### src/rtl/pis_regs.svh
// register offsets, field positions and reset values of the isolation block
// assumes: included by bare name after the package, word-aligned byte offsets
`ifndef PIS_REGS_SVH
`define PIS_REGS_SVH
`define PIS_OFF_CTRL 4'h0
`define PIS_OFF_STAT 4'h4
`define PIS_BIT_ISO 0
`define PIS_RST_CTRL 1'h0
`define PIS_RST_GATE 1'h0
`define PIS_DEP_W 4
`define PIS_MODE_W 2
`endif

### src/rtl/pis_pkg.sv
// types shared by the isolation block files
// assumes: compiled before every module that imports it
package pis_pkg;
  typedef enum logic [1:0] {
    PIS_MODE_LUT,
    PIS_MODE_GATED,
    PIS_MODE_MUXED
  } pis_mode_e;
  typedef enum logic [1:0] {
    PIS_DEC_NONE,
    PIS_DEC_CTRL,
    PIS_DEC_STAT
  } pis_dec_e;
endpackage

### src/rtl/pis_sync.sv
// secondary synchroniser chain for one isolated interface
// assumes: single clock; en_i is a one-cycle tick from the interface reference clock
`timescale 1ns/1ps
`default_nettype none
module pis_sync #(
  parameter int DEPTH = 2
) (
  input wire logic clk_i,
  input wire logic rst_i,
  input wire logic en_i,
  input wire logic d_i,
  output logic q_o
);
  logic [DEPTH-1:0] sh_ff;

  // each stage only feeds the next one; nothing else taps the chain
  always_ff @(posedge clk_i) begin
    if (rst_i) begin
      sh_ff <= '0;
    end else if (en_i) begin
      sh_ff <= {sh_ff[DEPTH-2:0], d_i};
    end
  end

  assign q_o = sh_ff[DEPTH-1];
endmodule
`default_nettype wire

### src/rtl/pis_top.sv
// isolation block: forces partition signals to zero, reports state, syncs control
// assumes: one 40 MHz clock; reference clocks arrive as plain pins and are sampled
//
// Notes on behaviour
// - status pin is combinational, unregistered
// - status register readable over the bus
// - status stream carries live isolation state
// - each status path optional, none legal
// - per-interface status valid in its domain
// - default isolation uses plain mux logic
// - gated option glitch free, waits for low
// - gated option meant for clocks only
// - muxed option instant, ignore-low held high
// - crossing interface gets its reference clock
// - first stage on control clock with ports
// - no ports: control reference clock drives stage
// - synchroniser depth set per interface
// - isolate request is OR of sources
// - isolated signals forced to zero
// - register read: state in bit 0
`timescale 1ns/1ps
`default_nettype none
`include "pis_regs.svh"
module pis_top import pis_pkg::*; #(
  parameter int N_IF = 2,
  parameter int W = 8,
  parameter bit EN_CTRL_PIN = 1'b1,
  parameter bit EN_REG = 1'b1,
  parameter bit EN_SCTRL = 1'b1,
  parameter bit EN_ST_PIN = 1'b1,
  parameter bit EN_ST_STRM = 1'b1,
  parameter logic [N_IF-1:0] CDC_EN = 2'h3,
  parameter logic [`PIS_DEP_W*N_IF-1:0] SYNC_DEPTH = 8'h23,
  parameter logic [`PIS_MODE_W*N_IF-1:0] IF_MODE = 4'h0
) (
  input wire logic clk_i,
  input wire logic rst_i,
  // wishbone classic slave
  input wire logic wb_cyc_i,
  input wire logic wb_stb_i,
  input wire logic wb_we_i,
  input wire logic [3:0] wb_adr_i,
  input wire logic [3:0] wb_sel_i,
  input wire logic [31:0] wb_dat_i,
  output logic [31:0] wb_dat_o,
  output logic wb_ack_o,
  output logic wb_err_o,
  // isolate request pin, also fed by a manager or a master block
  input wire logic manager_isolate_request_i,
  output wire logic iso_status_o,
  // status stream master
  output logic m_status_tvalid_o,
  output logic [31:0] m_status_tdata_o,
  // control stream slave
  input wire logic s_ctrl_tvalid_i,
  input wire logic [31:0] s_ctrl_tdata_i,
  output logic s_ctrl_tready_o,
  // reference clocks, sampled as pins
  input wire logic ctrl_ref_clk_i,
  input wire logic [N_IF-1:0] if_ref_clk_i,
  output wire logic [N_IF-1:0] if_status_o,
  // partition side and static side
  input wire logic [N_IF*W-1:0] rp_data_i,
  output wire logic [N_IF*W-1:0] s_data_o
);
  localparam bit HAS_AXI = EN_REG | EN_SCTRL | EN_ST_STRM;

  function automatic pis_dec_e pis_decode(input logic [3:0] adr);
    pis_dec_e d;
    d = PIS_DEC_NONE;
    if (EN_REG && adr == `PIS_OFF_CTRL) begin
      d = PIS_DEC_CTRL;
    end else if (EN_REG && adr == `PIS_OFF_STAT) begin
      d = PIS_DEC_STAT;
    end
    return d;
  endfunction

  // a settled rising edge: second and third samples agree high and the last seen level was low
  function automatic logic pis_rise(input logic s2, input logic s3, input logic lvl);
    return (s2 == s3) && s3 && !lvl;
  endfunction

  logic reg_ctrl_ff;
  logic strm_ctrl_ff;
  logic iso_req;
  logic ack_ff;
  logic err_ff;
  logic [31:0] dat_ff;
  logic tvalid_ff;
  logic [31:0] tdata_ff;
  logic tready_ff;
  logic prim_ff;
  logic cr1_ff, cr2_ff, cr3_ff, clvl_ff;
  logic prim_en;
  logic wb_req;
  pis_dec_e wb_dec;

  // pin path is unregistered so a chain of blocks follows without delay
  assign iso_req = (EN_CTRL_PIN & manager_isolate_request_i)
                 | (EN_REG & reg_ctrl_ff)
                 | (EN_SCTRL & strm_ctrl_ff);

  // drives slave blocks directly, hence no register in the way
  assign iso_status_o = EN_ST_PIN & iso_req;

  // wishbone slave
  assign wb_req = wb_cyc_i & wb_stb_i & ~ack_ff & ~err_ff;
  assign wb_dec = pis_decode(wb_adr_i);

  always_ff @(posedge clk_i) begin
    if (rst_i) begin
      ack_ff <= 1'b0;
      err_ff <= 1'b0;
    end else begin
      ack_ff <= wb_req && (wb_dec != PIS_DEC_NONE);
      err_ff <= wb_req && (wb_dec == PIS_DEC_NONE);
    end
  end

  always_ff @(posedge clk_i) begin
    if (rst_i) begin
      dat_ff <= '0;
    end else if (wb_req) begin
      dat_ff <= '0;
      if (wb_dec == PIS_DEC_CTRL) begin
        dat_ff[`PIS_BIT_ISO] <= reg_ctrl_ff;
      end else if (wb_dec == PIS_DEC_STAT) begin
        dat_ff[`PIS_BIT_ISO] <= iso_req;
      end
    end else if (!wb_cyc_i) begin
      dat_ff <= '0;
    end
  end

  always_ff @(posedge clk_i) begin
    if (rst_i) begin
      reg_ctrl_ff <= `PIS_RST_CTRL;
    end else if (wb_req && wb_we_i && wb_sel_i[0] && wb_dec == PIS_DEC_CTRL) begin
      reg_ctrl_ff <= wb_dat_i[`PIS_BIT_ISO];
    end
  end

  assign wb_ack_o = ack_ff;
  assign wb_err_o = err_ff;
  assign wb_dat_o = dat_ff;

  // control stream: always ready, bit 0 holds the request
  always_ff @(posedge clk_i) begin
    if (rst_i) begin
      tready_ff <= 1'b0;
      strm_ctrl_ff <= `PIS_RST_CTRL;
    end else begin
      tready_ff <= EN_SCTRL;
      if (s_ctrl_tvalid_i && tready_ff) begin
        strm_ctrl_ff <= s_ctrl_tdata_i[`PIS_BIT_ISO];
      end
    end
  end

  assign s_ctrl_tready_o = tready_ff;

  // status stream: a continuous sample of the live state
  always_ff @(posedge clk_i) begin
    if (rst_i) begin
      tvalid_ff <= 1'b0;
      tdata_ff <= '0;
    end else begin
      tvalid_ff <= EN_ST_STRM;
      tdata_ff <= '0;
      tdata_ff[`PIS_BIT_ISO] <= EN_ST_STRM & iso_req;
    end
  end

  assign m_status_tvalid_o = tvalid_ff;
  assign m_status_tdata_o = tdata_ff;

  // control reference clock, three samples; first flop feeds only the second
  always_ff @(posedge clk_i) begin
    if (rst_i) begin
      cr1_ff <= 1'b0;
      cr2_ff <= 1'b0;
      cr3_ff <= 1'b0;
      clvl_ff <= 1'b0;
    end else begin
      cr1_ff <= ctrl_ref_clk_i;
      cr2_ff <= cr1_ff;
      cr3_ff <= cr2_ff;
      if (cr2_ff == cr3_ff) begin
        clvl_ff <= cr3_ff;
      end
    end
  end

  // with a bus present the control clock steps the first stage every cycle
  assign prim_en = HAS_AXI ? 1'b1 : pis_rise(cr2_ff, cr3_ff, clvl_ff);

  always_ff @(posedge clk_i) begin
    if (rst_i) begin
      prim_ff <= 1'b0;
    end else if (prim_en) begin
      prim_ff <= iso_req;
    end
  end

  for (genvar i = 0; i < N_IF; i++) begin : g_if
    localparam int DEP = int'(SYNC_DEPTH[`PIS_DEP_W*i +: `PIS_DEP_W]);
    localparam pis_mode_e MODE = pis_mode_e'(IF_MODE[`PIS_MODE_W*i +: `PIS_MODE_W]);
    logic ctl;
    logic [W-1:0] din;
    assign din = rp_data_i[W*i +: W];

    if (CDC_EN[i]) begin : g_cdc
      logic r1_ff, r2_ff, r3_ff, lvl_ff;
      logic tick;
      logic sq;
      always_ff @(posedge clk_i) begin
        if (rst_i) begin
          r1_ff <= 1'b0;
          r2_ff <= 1'b0;
          r3_ff <= 1'b0;
          lvl_ff <= 1'b0;
        end else begin
          r1_ff <= if_ref_clk_i[i];
          r2_ff <= r1_ff;
          r3_ff <= r2_ff;
          if (r2_ff == r3_ff) begin
            lvl_ff <= r3_ff;
          end
        end
      end
      assign tick = pis_rise(r2_ff, r3_ff, lvl_ff);
      pis_sync #(.DEPTH(DEP)) u_sync (
        .clk_i(clk_i),
        .rst_i(rst_i),
        .en_i(tick),
        .d_i(prim_ff),
        .q_o(sq)
      );
      // status and mux share one source so software never sees a mismatch
      assign ctl = sq;
      assign if_status_o[i] = sq;

    end else begin : g_nocdc
      assign ctl = iso_req;
      assign if_status_o[i] = 1'b0;
    end

    if (MODE == PIS_MODE_GATED) begin : g_gated
      // intended for clocks: enable moves only while the input is low
      logic [W-1:0] gate_ff;
      always_ff @(posedge clk_i) begin
        if (rst_i) begin
          gate_ff <= {W{`PIS_RST_GATE}};
        end else begin
          for (int b = 0; b < W; b++) begin
            if (!din[b]) begin
              gate_ff[b] <= ctl;
            end
          end
        end
      end
      assign s_data_o[W*i +: W] = din & ~gate_ff;

    end else if (MODE == PIS_MODE_MUXED) begin : g_muxed
      // ignore-low input held at 1: switches at once, no glitch guarantee
      localparam logic IGNORE_LOW_INPUT = 1'b1;
      assign s_data_o[W*i +: W] = (ctl && IGNORE_LOW_INPUT) ? '0 : din;

    end else begin : g_lut
      assign s_data_o[W*i +: W] = ctl ? '0 : din;

    end
  end
endmodule
`default_nettype wire

### config.mk
export PLATFORM = sky130hd
export DESIGN_NAME = pis_top
export DESIGN_NICKNAME = d
export VERILOG_FILES = /design/src/rtl/pis_pkg.sv /design/src/rtl/pis_sync.sv /design/src/rtl/pis_top.sv
export VERILOG_INCLUDE_DIRS = /design/src /design/src/rtl
export SDC_FILE = /design/constraint.sdc
export NUM_CORES = 1
export LEC_CHECK = 0
export BUFFER_PORTS_ARGS = -buffer_cell sky130_fd_sc_hd__buf_4
export CAP_MARGIN = 20
export CORE_AREA = 2 2 71 73
export CTS_BUF_LIST = sky130_fd_sc_hd__clkbuf_16
export DETAILED_ROUTE_END_ITERATION = 6
export DIE_AREA = 0 0 73 75
export PLACE_DENSITY_LB_ADDON = 0.05
export REMOVE_ABC_BUFFERS = 1
export SLEW_MARGIN = 25
export SYNTH_ARGS = -nofsm -noshare
export SYNTH_HDL_FRONTEND = slang
export SYNTH_SLANG_ARGS = --single-unit
### constraint.sdc
create_clock -name clk_i -period 2.65 [get_ports clk_i]
set_input_delay 0.1325 -clock clk_i [delete_from_list [all_inputs] [get_ports clk_i]]
set_output_delay 0.1325 -clock clk_i [all_outputs]
set_load 0.05 [all_outputs]
==> results of run 1 <==
==> kinds of logic (layout without fill, tap and decap cells) <==
logic type,count (synthesis),in the layout,share of synthesized area
AOI/OAI and AO/OA,5,5,0.0226
adders and majority gates,2,2,0.0188
buffers and inverters,68,60,0.379
DFF,20,20,0.301
muxes,7,7,0.0527
other,1,62,0.00282
and+or+nand+nor,49,49,0.223
==> sequential cells by signal (all words and copies together), names as in the netlist, 2 cells and up <==
name and flops:
g_if.g_cdc.r1_ff 2, g_if.g_cdc.r2_ff 2, g_if.g_cdc.u_sync.sh_ff 5, g_if.g_cdc.r3_ff 2, g_if.g_cdc.lvl_ff 2
==> per-layer routing <==
layer	vias to the layer above	track usage	routed length [um]
li1	460	-	-
met1	388	0.0781	827
met2	83	0.146	1130
met3	2	0.0228	329
met4	0	0.0309	10
met5	-	0	0
==> layout make-up <==
class | count | area share
Clock buffer | 3 | 0.0463
Sequential cell | 20 | 0.247
Tap cell | 54 | 0.0417
Timing Repair Buffer | 56 | 0.259
Inverter | 1 | 0.00231
Multi-Input combinational cell | 125 | 0.404
==> final timing paths <==
kind,to,depth (start not counted),slack (ns),startpoint
setup / recovery,iso_status_o,2,1.37,strm_ctrl_ff$_SDFFE_PP0P_
hold / removal,g_if[1].g_cdc.r1_ff$_SDFF_PP0_,2,0.10,if_ref_clk_i[1]
setup reg to reg,g_if[0].g_cdc.u_sync.sh_ff[2]$_SDFFE_PP0P_,4,1.63,g_if[0].g_cdc.r2_ff$_SDFF_PP0_
hold reg to reg,g_if[1].g_cdc.r2_ff$_SDFF_PP0_,1,0.43,g_if[1].g_cdc.r1_ff$_SDFF_PP0_
==> cells in the final DEF, fill, tap and decap left out <==
cell / n
sky130_fd_sc_hd__a21oi_1: 3
sky130_fd_sc_hd__and2_1: 1
sky130_fd_sc_hd__and4b_1: 1
sky130_fd_sc_hd__buf_4: 56
sky130_fd_sc_hd__clkbuf_16: 3
sky130_fd_sc_hd__conb_1: 62
sky130_fd_sc_hd__dfxtp_1: 20
sky130_fd_sc_hd__ha_1: 2
sky130_fd_sc_hd__inv_1: 1
sky130_fd_sc_hd__mux2i_1: 7
sky130_fd_sc_hd__nand2_1: 8
sky130_fd_sc_hd__nand2b_1: 2
sky130_fd_sc_hd__nand3_1: 2
sky130_fd_sc_hd__nand3b_1: 1
sky130_fd_sc_hd__nor2_1: 7
sky130_fd_sc_hd__nor2b_1: 22
sky130_fd_sc_hd__nor3_2: 1
sky130_fd_sc_hd__nor3_4: 1
sky130_fd_sc_hd__nor3b_2: 1
sky130_fd_sc_hd__o211ai_1: 1
sky130_fd_sc_hd__o21a_1: 1
sky130_fd_sc_hd__or3_1: 1
sky130_fd_sc_hd__or3b_4: 1
==> metrics by stage <==
step / hold slack [ns] / worst slack [ns]
after global routing: 0.0974 / 1.33
after global placement: 0.348 / 1.61
after detailed placement: 0.353 / 1.62
after CTS: 0.0959 / 1.36
after floorplan: 0.202 / 1.20
final: 0.100 / 1.37
==> power by group <==
group | internal (mW) | switching [mW] | leakage [nW] | total (mW)
clock network | 0.198 | 0.0994 | 0.0370 | 0.298
registers | 0.309 | 0.00451 | 0.163 | 0.313
logic | 0.0669 | 0.283 | 0.672 | 0.349
==> reports/metrics.cfg, run 1 <==
[status]
outcome = finished clean

[timing]
finalSetupViolations = 0
crit_path_time_final_ns = 1.28
setup_total_negative_slack_ns = 0
hold_viol_final = 0
report.final.slew_viol_count = 0
maxClockFrequency_mhz = 781
grt_setup_unrepaired = no
final_cycle_share = 0.483
worst_clock_skew_on_the_final_layout_ns = 0.00150

[clock_network]
clk_transition_reported_paths_ns = 0.05
post_cts.resized_instances = 0
cts_inserted_buffers = 3
ctsRootBufferMaster = sky130_fd_sc_hd__clkbuf_16
tritoncts_clock_tree = yes
clock_sinks = 20
cts-root-to-sink-buffers = 2
cts_h_tree_lvls = 1
clk-insertion-delay-late_ns = 0.24
postCtsSetupRepairBufs = 0
cts-hold-fix-buffers = 0

[place]
place_hpwl_um = 1990
dpl.cell_count = 256
place.gp.congestion = 0.618
place.port_buffers = 56
post_dp_cell_area_mm2 = 0.00155

[routing]
drt-vias-per-instance = 3.60
final_antenna_net_count = 0
postRouteWirelength_um = 2300
post_drt_wl_per_cell_um = 8.88
dr_total_vias = 933
detail_route.iter0.violations = 12
drt-pass1-iter-count = 4
drc_errors = 0

[global_route]
largest_net_degree_at_the_start_of_global_routing = 16
first_global_vias = 799
grt_util_all_layers = 0.0768
grt_overflow_total = 0
grt_first_pass_wirelength_um = 3310
antenna_violations_before_repair = 0

[synth]
post_synth_main_area_contributors = sky130_fd_sc_hd__buf_4 37%, sky130_fd_sc_hd__dfxtp_1 30%, sky130_fd_sc_hd__nor2b_1 10%, sky130_fd_sc_hd__mux2i_1 5.3%, sky130_fd_sc_hd__nand2_1 2.3%
ys.warnings.count = 0
synth_edf_count = 0
synth_most_common_cell = sky130_fd_sc_hd__buf_4
synth.top_cells.by_count = 66 x sky130_fd_sc_hd__buf_4, 22 x sky130_fd_sc_hd__nor2b_1, 20 x sky130_fd_sc_hd__dfxtp_1
seq_area_frac_synth = 0.301
synth_largest_type_area_fraction = 0.373
synth_cell_types = 23
post-synth-top-area-cell = sky130_fd_sc_hd__buf_4
yosys_register_bits = 20
synth.avg_cell_area_um2 = 8.75
synthesis.instances = 152
synth_async_reset_ratio = 0
synthesis.area_mm2 = 0.00133
synth_ff_type = sky130_fd_sc_hd__dfxtp_1

[critical_path]
required_ns = 2.52
crit_path_start_kind = register
arrival_ns = 1.15
timing.setup.critical_path_class = reg -> out
path_delay_family = simple AND/OR/NAND/NOR gates
timing.critical_path.slowest_stage_cell = sky130_fd_sc_hd__or3_1
timing.critical_path.slowest_cell_delay_ns = 0.38
worst_setup_path_end_kind = output port
path_cells = or3_1 > buf_4
critical_path_peak_fanout = 3
critical_path_buf_inv_count = 1

[finish]
area.growth.synth_to_final_pct = 21.9
layout.core_utilization = 0.348
antenna_cells_inserted = 0
final_cell_count_no_fill = 259
fill_cells = 485
layout-drive-gt1-share = 0.307
multi_input_comb_area_um2 = 654
final_cell_area_mm2 = 0.00162
finish.net_count = 307
seqCellArea_um2 = 400

[power]
post-layout-total-power_uw = 960
ir_drop_v = 0.000167
p_leak_nw = 0.872
power-per-cell-area_mw_per_mm2 = 592

[floorplanning]
coreArea_mm2 = 0.00466
dieHeight_um = 75
std_cell_rows = 25
die_x_um = 73
area_enclosed_by_the_die_boundary_mm2 = 0.00548
starting_density = 0.285
top_level_ports = 185

[min_path]
hold_path.class = in -> reg

[flow_run]
drv.max_cap_violation_count = 0

Note: power is estimated with default switching activity, not from simulation.
==> run 2: changes to the inputs <==
Clock period 2.65 ns to 1.2 ns, I/O delays scaled along.
==> run 2 against run 1 <==
  * Critical path depth stayed put
  * Cell count unchanged
  * Global-route usage increased by 0.11 points
  * Via count up 0.54%
  * Sequential share of layout area decreased by 0.13 points
  * Critical path type unchanged
  * Largest power group unchanged
==> reports/metrics.cfg, run 2 (synthesis results as in run 1) <==
[floorplanning]
area_enclosed_by_the_die_boundary_mm2 = 0.00548  ; unchanged
starting_density = 0.285  ; unchanged
top_level_ports = 185  ; unchanged
die_x_um = 73  ; unchanged
std_cell_rows = 25  ; unchanged
dieHeight_um = 75  ; unchanged
coreArea_mm2 = 0.00466  ; unchanged

[clock_network]
clk_transition_reported_paths_ns = 0.05  ; about the same
cts-hold-fix-buffers = 0  ; unchanged
cts_inserted_buffers = 3  ; unchanged
clock_sinks = 20  ; unchanged
tritoncts_clock_tree = yes  ; unchanged
ctsRootBufferMaster = sky130_fd_sc_hd__clkbuf_16  ; unchanged
cts-root-to-sink-buffers = 2  ; unchanged
clk-insertion-delay-late_ns = 0.24  ; about the same
cts_h_tree_lvls = 1  ; unchanged

[timing]
crit_path_time_final_ns = 1.17
worst_clock_skew_on_the_final_layout_ns = 0.000897  ; was 0.00150 ns
final_cycle_share = 0.975
setup_ws_ns = 0.0305  ; was 1.37 ns
report.final.slew_viol_count = 0  ; unchanged
maxClockFrequency_mhz = 855
finalSetupViolations = 0  ; unchanged
grt_setup_unrepaired = no  ; unchanged
hold_viol_final = 0  ; unchanged
setup_total_negative_slack_ns = 0  ; unchanged

[power]
post-layout-total-power_mw = 2.13  ; was 960 uW
ir_drop_v = 0.000372  ; was 0.000167 V
power-per-cell-area_mw_per_mm2 = 1300  ; was 592 mW/mm2
p_leak_nw = 0.875  ; was 0.872 nW

[global_route]
grt_util_all_layers = 0.0779  ; was 0.0768
first_global_vias = 808  ; was 799
antenna_violations_before_repair = 0  ; unchanged
largest_net_degree_at_the_start_of_global_routing = 16  ; unchanged
grt_overflow_total = 0  ; unchanged
grt_first_pass_wirelength_um = 3350  ; was 3310 um

[finish]
finish.net_count = 307  ; unchanged
layout-drive-gt1-share = 0.317  ; was 0.307
area.growth.synth_to_final_pct = 23.0  ; was 21.9%
largest_register_by_flop_count = g_if.g_cdc.u_sync.sh_ff  ; unchanged
mostFrequentLayoutCells = 62 x sky130_fd_sc_hd__conb_1, 55 x sky130_fd_sc_hd__buf_4, 22 x sky130_fd_sc_hd__nor2b_1  ; was 62 x sky130_fd_sc_hd__conb_1, 56 x sky130_fd_sc_hd__buf_4, 22 x sky130_fd_sc_hd__nor2b_1
antenna_cells_inserted = 0  ; unchanged
final_cell_count_no_fill = 259  ; unchanged
largest_register_ffs = 5  ; unchanged
final_common_cell = sky130_fd_sc_hd__conb_1  ; unchanged

[routing]
detail_route.iter0.violations = 12  ; unchanged
post_drt_wl_per_cell_um = 8.94  ; was 8.88 um
postRouteWirelength_um = 2320  ; was 2300 um
dr_total_vias = 938  ; was 933
drt-pass1-iter-count = 4  ; unchanged
drt-vias-per-instance = 3.62  ; was 3.60
drc_errors = 0  ; unchanged
final_antenna_net_count = 0  ; unchanged

[flow_run]
drv.max_cap_violation_count = 0  ; unchanged

[status]
outcome = finished clean  ; unchanged

[critical_path]
required_ns = 1.14  ; was 2.52 ns
crit_path_start_kind = register  ; unchanged
reg2reg_slack_ns = 0.18  ; was 1.63 ns
worst_setup_path_end_kind = output port  ; unchanged
critical_path_peak_fanout = 3  ; unchanged
arrival_ns = 1.11  ; was 1.15 ns
timing.setup.critical_path_class = reg -> out  ; unchanged

[place]
place_hpwl_um = 1990  ; unchanged
dpl_worst_slack_ns = 0.167  ; was 1.62 ns
place.gp.congestion = 0.618  ; unchanged
place.port_buffers = 56  ; unchanged
dpl.cell_count = 256  ; unchanged

[min_path]
hold_path.class = in -> reg  ; unchanged

## run 2: changes by cell type in the layout (fill, tap and decap cells not counted)
cell,previous run,this run
sky130_fd_sc_hd__or3_1,1,0
sky130_fd_sc_hd__dfxtp_2,0,1
sky130_fd_sc_hd__buf_8,0,1
sky130_fd_sc_hd__buf_4,56,55
sky130_fd_sc_hd__dfxtp_1,20,19
sky130_fd_sc_hd__or3_4,0,1
## run 2: through the flow
stage	utilization	area, um2	hold slack [ns]
2_1_floorplan	-	1060	0.129
3_3_place_gp	0.332	1550	0.276
3_5_place_dp	0.332	1550	0.280
4_1_cts	0.349	1630	0.0234
5_1_grt	0.351	1640	0.0249
6_report	0.351	1640	0.0275
## run 2: final cells by class
| type | instances | area [um2] |
|---|---|---|
| fill | 481 | 3030 |
| multi-input combinational | 125 | 659 |
| timing repair buffer | 56 | 428 |
| sequential | 20 | 402 |
| clock buffer | 3 | 75.1 |
| tap | 54 | 67.6 |
| inverter | 1 | 3.75 |
## run 2: worst max-delay path, cell delays in order (launching register included)
cell and delay [ns]:
sky130_fd_sc_hd__dfxtp_1 0.32, sky130_fd_sc_hd__or3_4 0.38, sky130_fd_sc_hd__buf_8 0.16
## run 2: report_power, final
group          total [mW]  internal [mW]  leakage, nW  switching (mW)
sequential          0.692          0.682        0.164          0.0102
clock               0.660          0.438       0.0370           0.222
combinational       0.778          0.153        0.674           0.625
total                2.13           1.27        0.875           0.857
## run 2: what timing repair did
item	in CTS	in global routing
endpoints found under the setup margin	1	1
pin swaps	0	1
gates resized for setup	1	3
setup buffers	0	0
## run 2: layer usage
layer,vias to the layer above,routed length (um),global-route usage
met5,-,0,0
met2,83,1140,0.149
li1,459,-,-
met4,0,10,0.0309
met3,2,342,0.0254
met1,394,823,0.0773
## run 2: worst paths after layout
| path | startpoint | end | depth (start not counted) |
|---|---|---|---|
| max | reg_ctrl_ff$_SDFFE_PP0P_ | iso_status_o | 2 |
| max reg2reg | g_if[0].g_cdc.r2_ff$_SDFF_PP0_ | g_if[0].g_cdc.u_sync.sh_ff[2]$_SDFFE_PP0P_ | 4 |
| min reg2reg | g_if[1].g_cdc.r1_ff$_SDFF_PP0_ | g_if[1].g_cdc.r2_ff$_SDFF_PP0_ | 1 |
| min | if_ref_clk_i[1] | g_if[1].g_cdc.r1_ff$_SDFF_PP0_ | 2 |
==> run 3: changes to the inputs <==
Settings changed: CORE_AREA 2 2 71 73 to default, CORE_ASPECT_RATIO from default to 0.6, CORE_MARGIN from default to 1, CORE_UTILIZATION from default to 31, DIE_AREA 0 0 73 75 to default.
==> run 3 against run 2 <==
  * Routed wire length fell by 9.3%
  * Fmax fell by 0.97%
  * Worst setup slack worse by 0.012 ns
  * Clock-buffer cell count unchanged
  * Register-to-register slack hardly changed
  * Hold slack lost 0.0052 ns
  * Highest routed layer unchanged
  * Sequential share of layout area decreased by 0.17 points
  * First-iteration DRC count rose to 3.3 times the previous value
==> reports/metrics.cfg, run 3 (synthesis results as in run 1) <==
[routing]
met1_length_um = 911  ; was 823 um
drt-vias-per-instance = 3.53  ; was 3.62
drt-pass1-iter-count = 4  ; unchanged
detail_route.iter0.violations = 39  ; was 12
drc_errors = 0  ; unchanged
final_antenna_net_count = 0  ; unchanged
post_drt_wl_per_cell_um = 7.89  ; was 8.94 um
wl_met3_um = 237  ; was 342 um
routed.top_layer = met4  ; unchanged
postRouteWirelength_um = 2100  ; was 2320 um
dr_total_vias = 940  ; was 938
wl_met2_um = 940  ; was 1140 um

[clock_network]
cts-hold-fix-buffers = 0  ; unchanged
cts-root-to-sink-buffers = 2  ; unchanged
tritoncts_clock_tree = yes  ; unchanged
clk-insertion-delay-late_ns = 0.24  ; about the same
cts_inserted_buffers = 3  ; unchanged
clk_transition_reported_paths_ns = 0.05  ; about the same
ctsRootBufferMaster = sky130_fd_sc_hd__clkbuf_16  ; unchanged
clock_sinks = 20  ; unchanged
cts_h_tree_lvls = 1  ; unchanged

[critical_path]
arrival_ns = 1.12  ; was 1.11 ns
reg2reg_slack_ns = 0.19  ; was 0.18 ns
crit-reg2reg-capture = g_if[0].g_cdc.u_sync.sh_ff[1]$_SDFFE_PP0P_  ; was g_if[0].g_cdc.u_sync.sh_ff[2]$_SDFFE_PP0P_
critical_path.startpoint = reg_ctrl_ff$_SDFFE_PP0P_  ; unchanged
timing.rr.start = g_if[0].g_cdc.r2_ff$_SDFF_PP0_  ; unchanged
worst_r2r_path_depth = 4  ; unchanged
required_ns = 1.14  ; about the same
crit_path_start_kind = register  ; unchanged
worst_setup_path_end_kind = output port  ; unchanged
critical_path_peak_fanout = 3  ; unchanged
timing.setup.critical_path_class = reg -> out  ; unchanged

[global_route]
grt_overflow_total = 0  ; unchanged
grt_util_all_layers = 0.0843  ; was 0.0779
grt_first_pass_wirelength_um = 2880  ; was 3350 um
first_global_vias = 660  ; was 808
largest_net_degree_at_the_start_of_global_routing = 16  ; unchanged
antenna_violations_before_repair = 0  ; unchanged

[min_path]
worstHoldEndpoint = g_if[1].g_cdc.r1_ff$_SDFF_PP0_  ; unchanged
hold_path.class = in -> reg  ; unchanged
hold_path_startpoint = if_ref_clk_i[1]  ; unchanged
worst_hold_path.num_cells = 2  ; unchanged

[finish]
layout.core_utilization = 0.400  ; was 0.351
layout-drive-gt1-share = 0.316  ; was 0.317
antenna_cells_inserted = 0  ; unchanged
largest_register_by_flop_count = g_if.g_cdc.u_sync.sh_ff  ; unchanged
mostFrequentLayoutCells = 62 x sky130_fd_sc_hd__conb_1, 55 x sky130_fd_sc_hd__buf_4, 22 x sky130_fd_sc_hd__nor2b_1  ; unchanged
finish.net_count = 307  ; unchanged
largest_register_ffs = 5  ; unchanged
final_cell_area_mm2 = 0.00165  ; was 0.00164 mm2
area.growth.synth_to_final_pct = 23.8  ; was 23.0%
final_common_cell = sky130_fd_sc_hd__conb_1  ; unchanged

[status]
outcome = finished clean  ; unchanged

[power]
p_leak_nw = 0.876  ; was 0.875 nW
ir_drop_v = 0.000614  ; was 0.000372 V
power-per-cell-area_mw_per_mm2 = 1290  ; was 1300 mW/mm2

[timing]
worst_clock_skew_on_the_final_layout_ns = 0.00126  ; was 0.000897 ns
hold_viol_final = 0  ; unchanged
finalSetupViolations = 0  ; unchanged
grt_setup_unrepaired = no  ; unchanged
final_cycle_share = 0.984  ; was 0.975
maxClockFrequency_mhz = 847  ; was 855 MHz
report.final.slew_viol_count = 0  ; unchanged
crit_path_time_final_ns = 1.18  ; was 1.17 ns

[floorplanning]
dieHeight_um = 52.7  ; was 75 um
starting_density = 0.323  ; was 0.285
std_cell_rows = 18  ; was 25
area_enclosed_by_the_die_boundary_mm2 = 0.00456  ; was 0.00548 mm2
coreArea_mm2 = 0.00412  ; was 0.00466 mm2
top_level_ports = 185  ; unchanged
die_x_um = 86.6  ; was 73 um

[place]
place_hpwl_um = 1720  ; was 1990 um
place.port_buffers = 56  ; unchanged
post_dp_cell_area_mm2 = 0.00155  ; about the same
place.gp.congestion = 0.701  ; was 0.618

[flow_run]
drv.max_cap_violation_count = 0  ; unchanged

==> run 3: cell types whose count changed in the layout (fill, tap and decap cells not counted), sizes merged <==
cell    previous run  this run
clkinv             0         1
==> run 3: what timing repair did <==
action                                  CTS  global route
endpoints found under the setup margin    1             1
setup buffers                             0             0
pin swaps                                 0             1
gates cloned                              0             0
resized for setup                         2             2
==> run 3: worst max path at each step <==
stage,to,cells past startpoint
6_report,iso_status_o,2
5_1_grt,iso_status_o,2
3_5_place_dp,g_if[0].g_cdc.u_sync.sh_ff[1]$_SDFFE_PP0P_,4
2_1_floorplan,s_data_o[0],1
4_1_cts,iso_status_o,2
3_3_place_gp,g_if[0].g_cdc.u_sync.sh_ff[1]$_SDFFE_PP0P_,4
==> run 3: per-stage QoR <==
step | hold slack (ns) | std cells | setup TNS [ns] | total power [mW] | setup WS (ns)
after global placement | 0.280 | 262 | 0 | 1.47 | 0.206
after detailed placement | 0.276 | 262 | 0 | 1.47 | 0.182
after global routing | 0.0572 | 266 | 0 | 2.23 | 0.00103
after CTS | 0.0213 | 266 | 0 | 2.15 | 0.0134
after floorplan | 0.129 | 146 | -3.01 | 1.32 | -0.178
final | 0.0223 | 266 | 0 | 2.13 | 0.0190
==> run 3: report_power, final <==
part	switching (mW)	internal (mW)	leakage (nW)
sequential	0.00952	0.682	0.164
combinational	0.624	0.153	0.674
clock	0.220	0.443	0.0385
total	0.853	1.28	0.876
==> run 3: cell type report <==
| type | count | area [um2] |
|---|---|---|
| Fill cell | 433 | 2470 |
| Tap cell | 60 | 75.1 |
| Timing Repair Buffer | 56 | 428 |
| Clock buffer | 3 | 75.1 |
| Inverter | 1 | 3.75 |
| Clock inverter | 1 | 3.75 |
| Sequential cell | 20 | 402 |
| Multi-Input combinational cell | 125 | 659 |
==> run 3: layer usage <==
layer	vias to the layer above	global-route usage
met4	0	0.0167
met1	417	0.103
met5	-	0
li1	460	-
met3	2	0.0409
met2	61	0.135
==> run 3: worst max-delay path, cell delays in order (launching register included) <==
cell and delay, ns:
sky130_fd_sc_hd__dfxtp_1 0.33, sky130_fd_sc_hd__or3_4 0.39, sky130_fd_sc_hd__buf_8 0.16
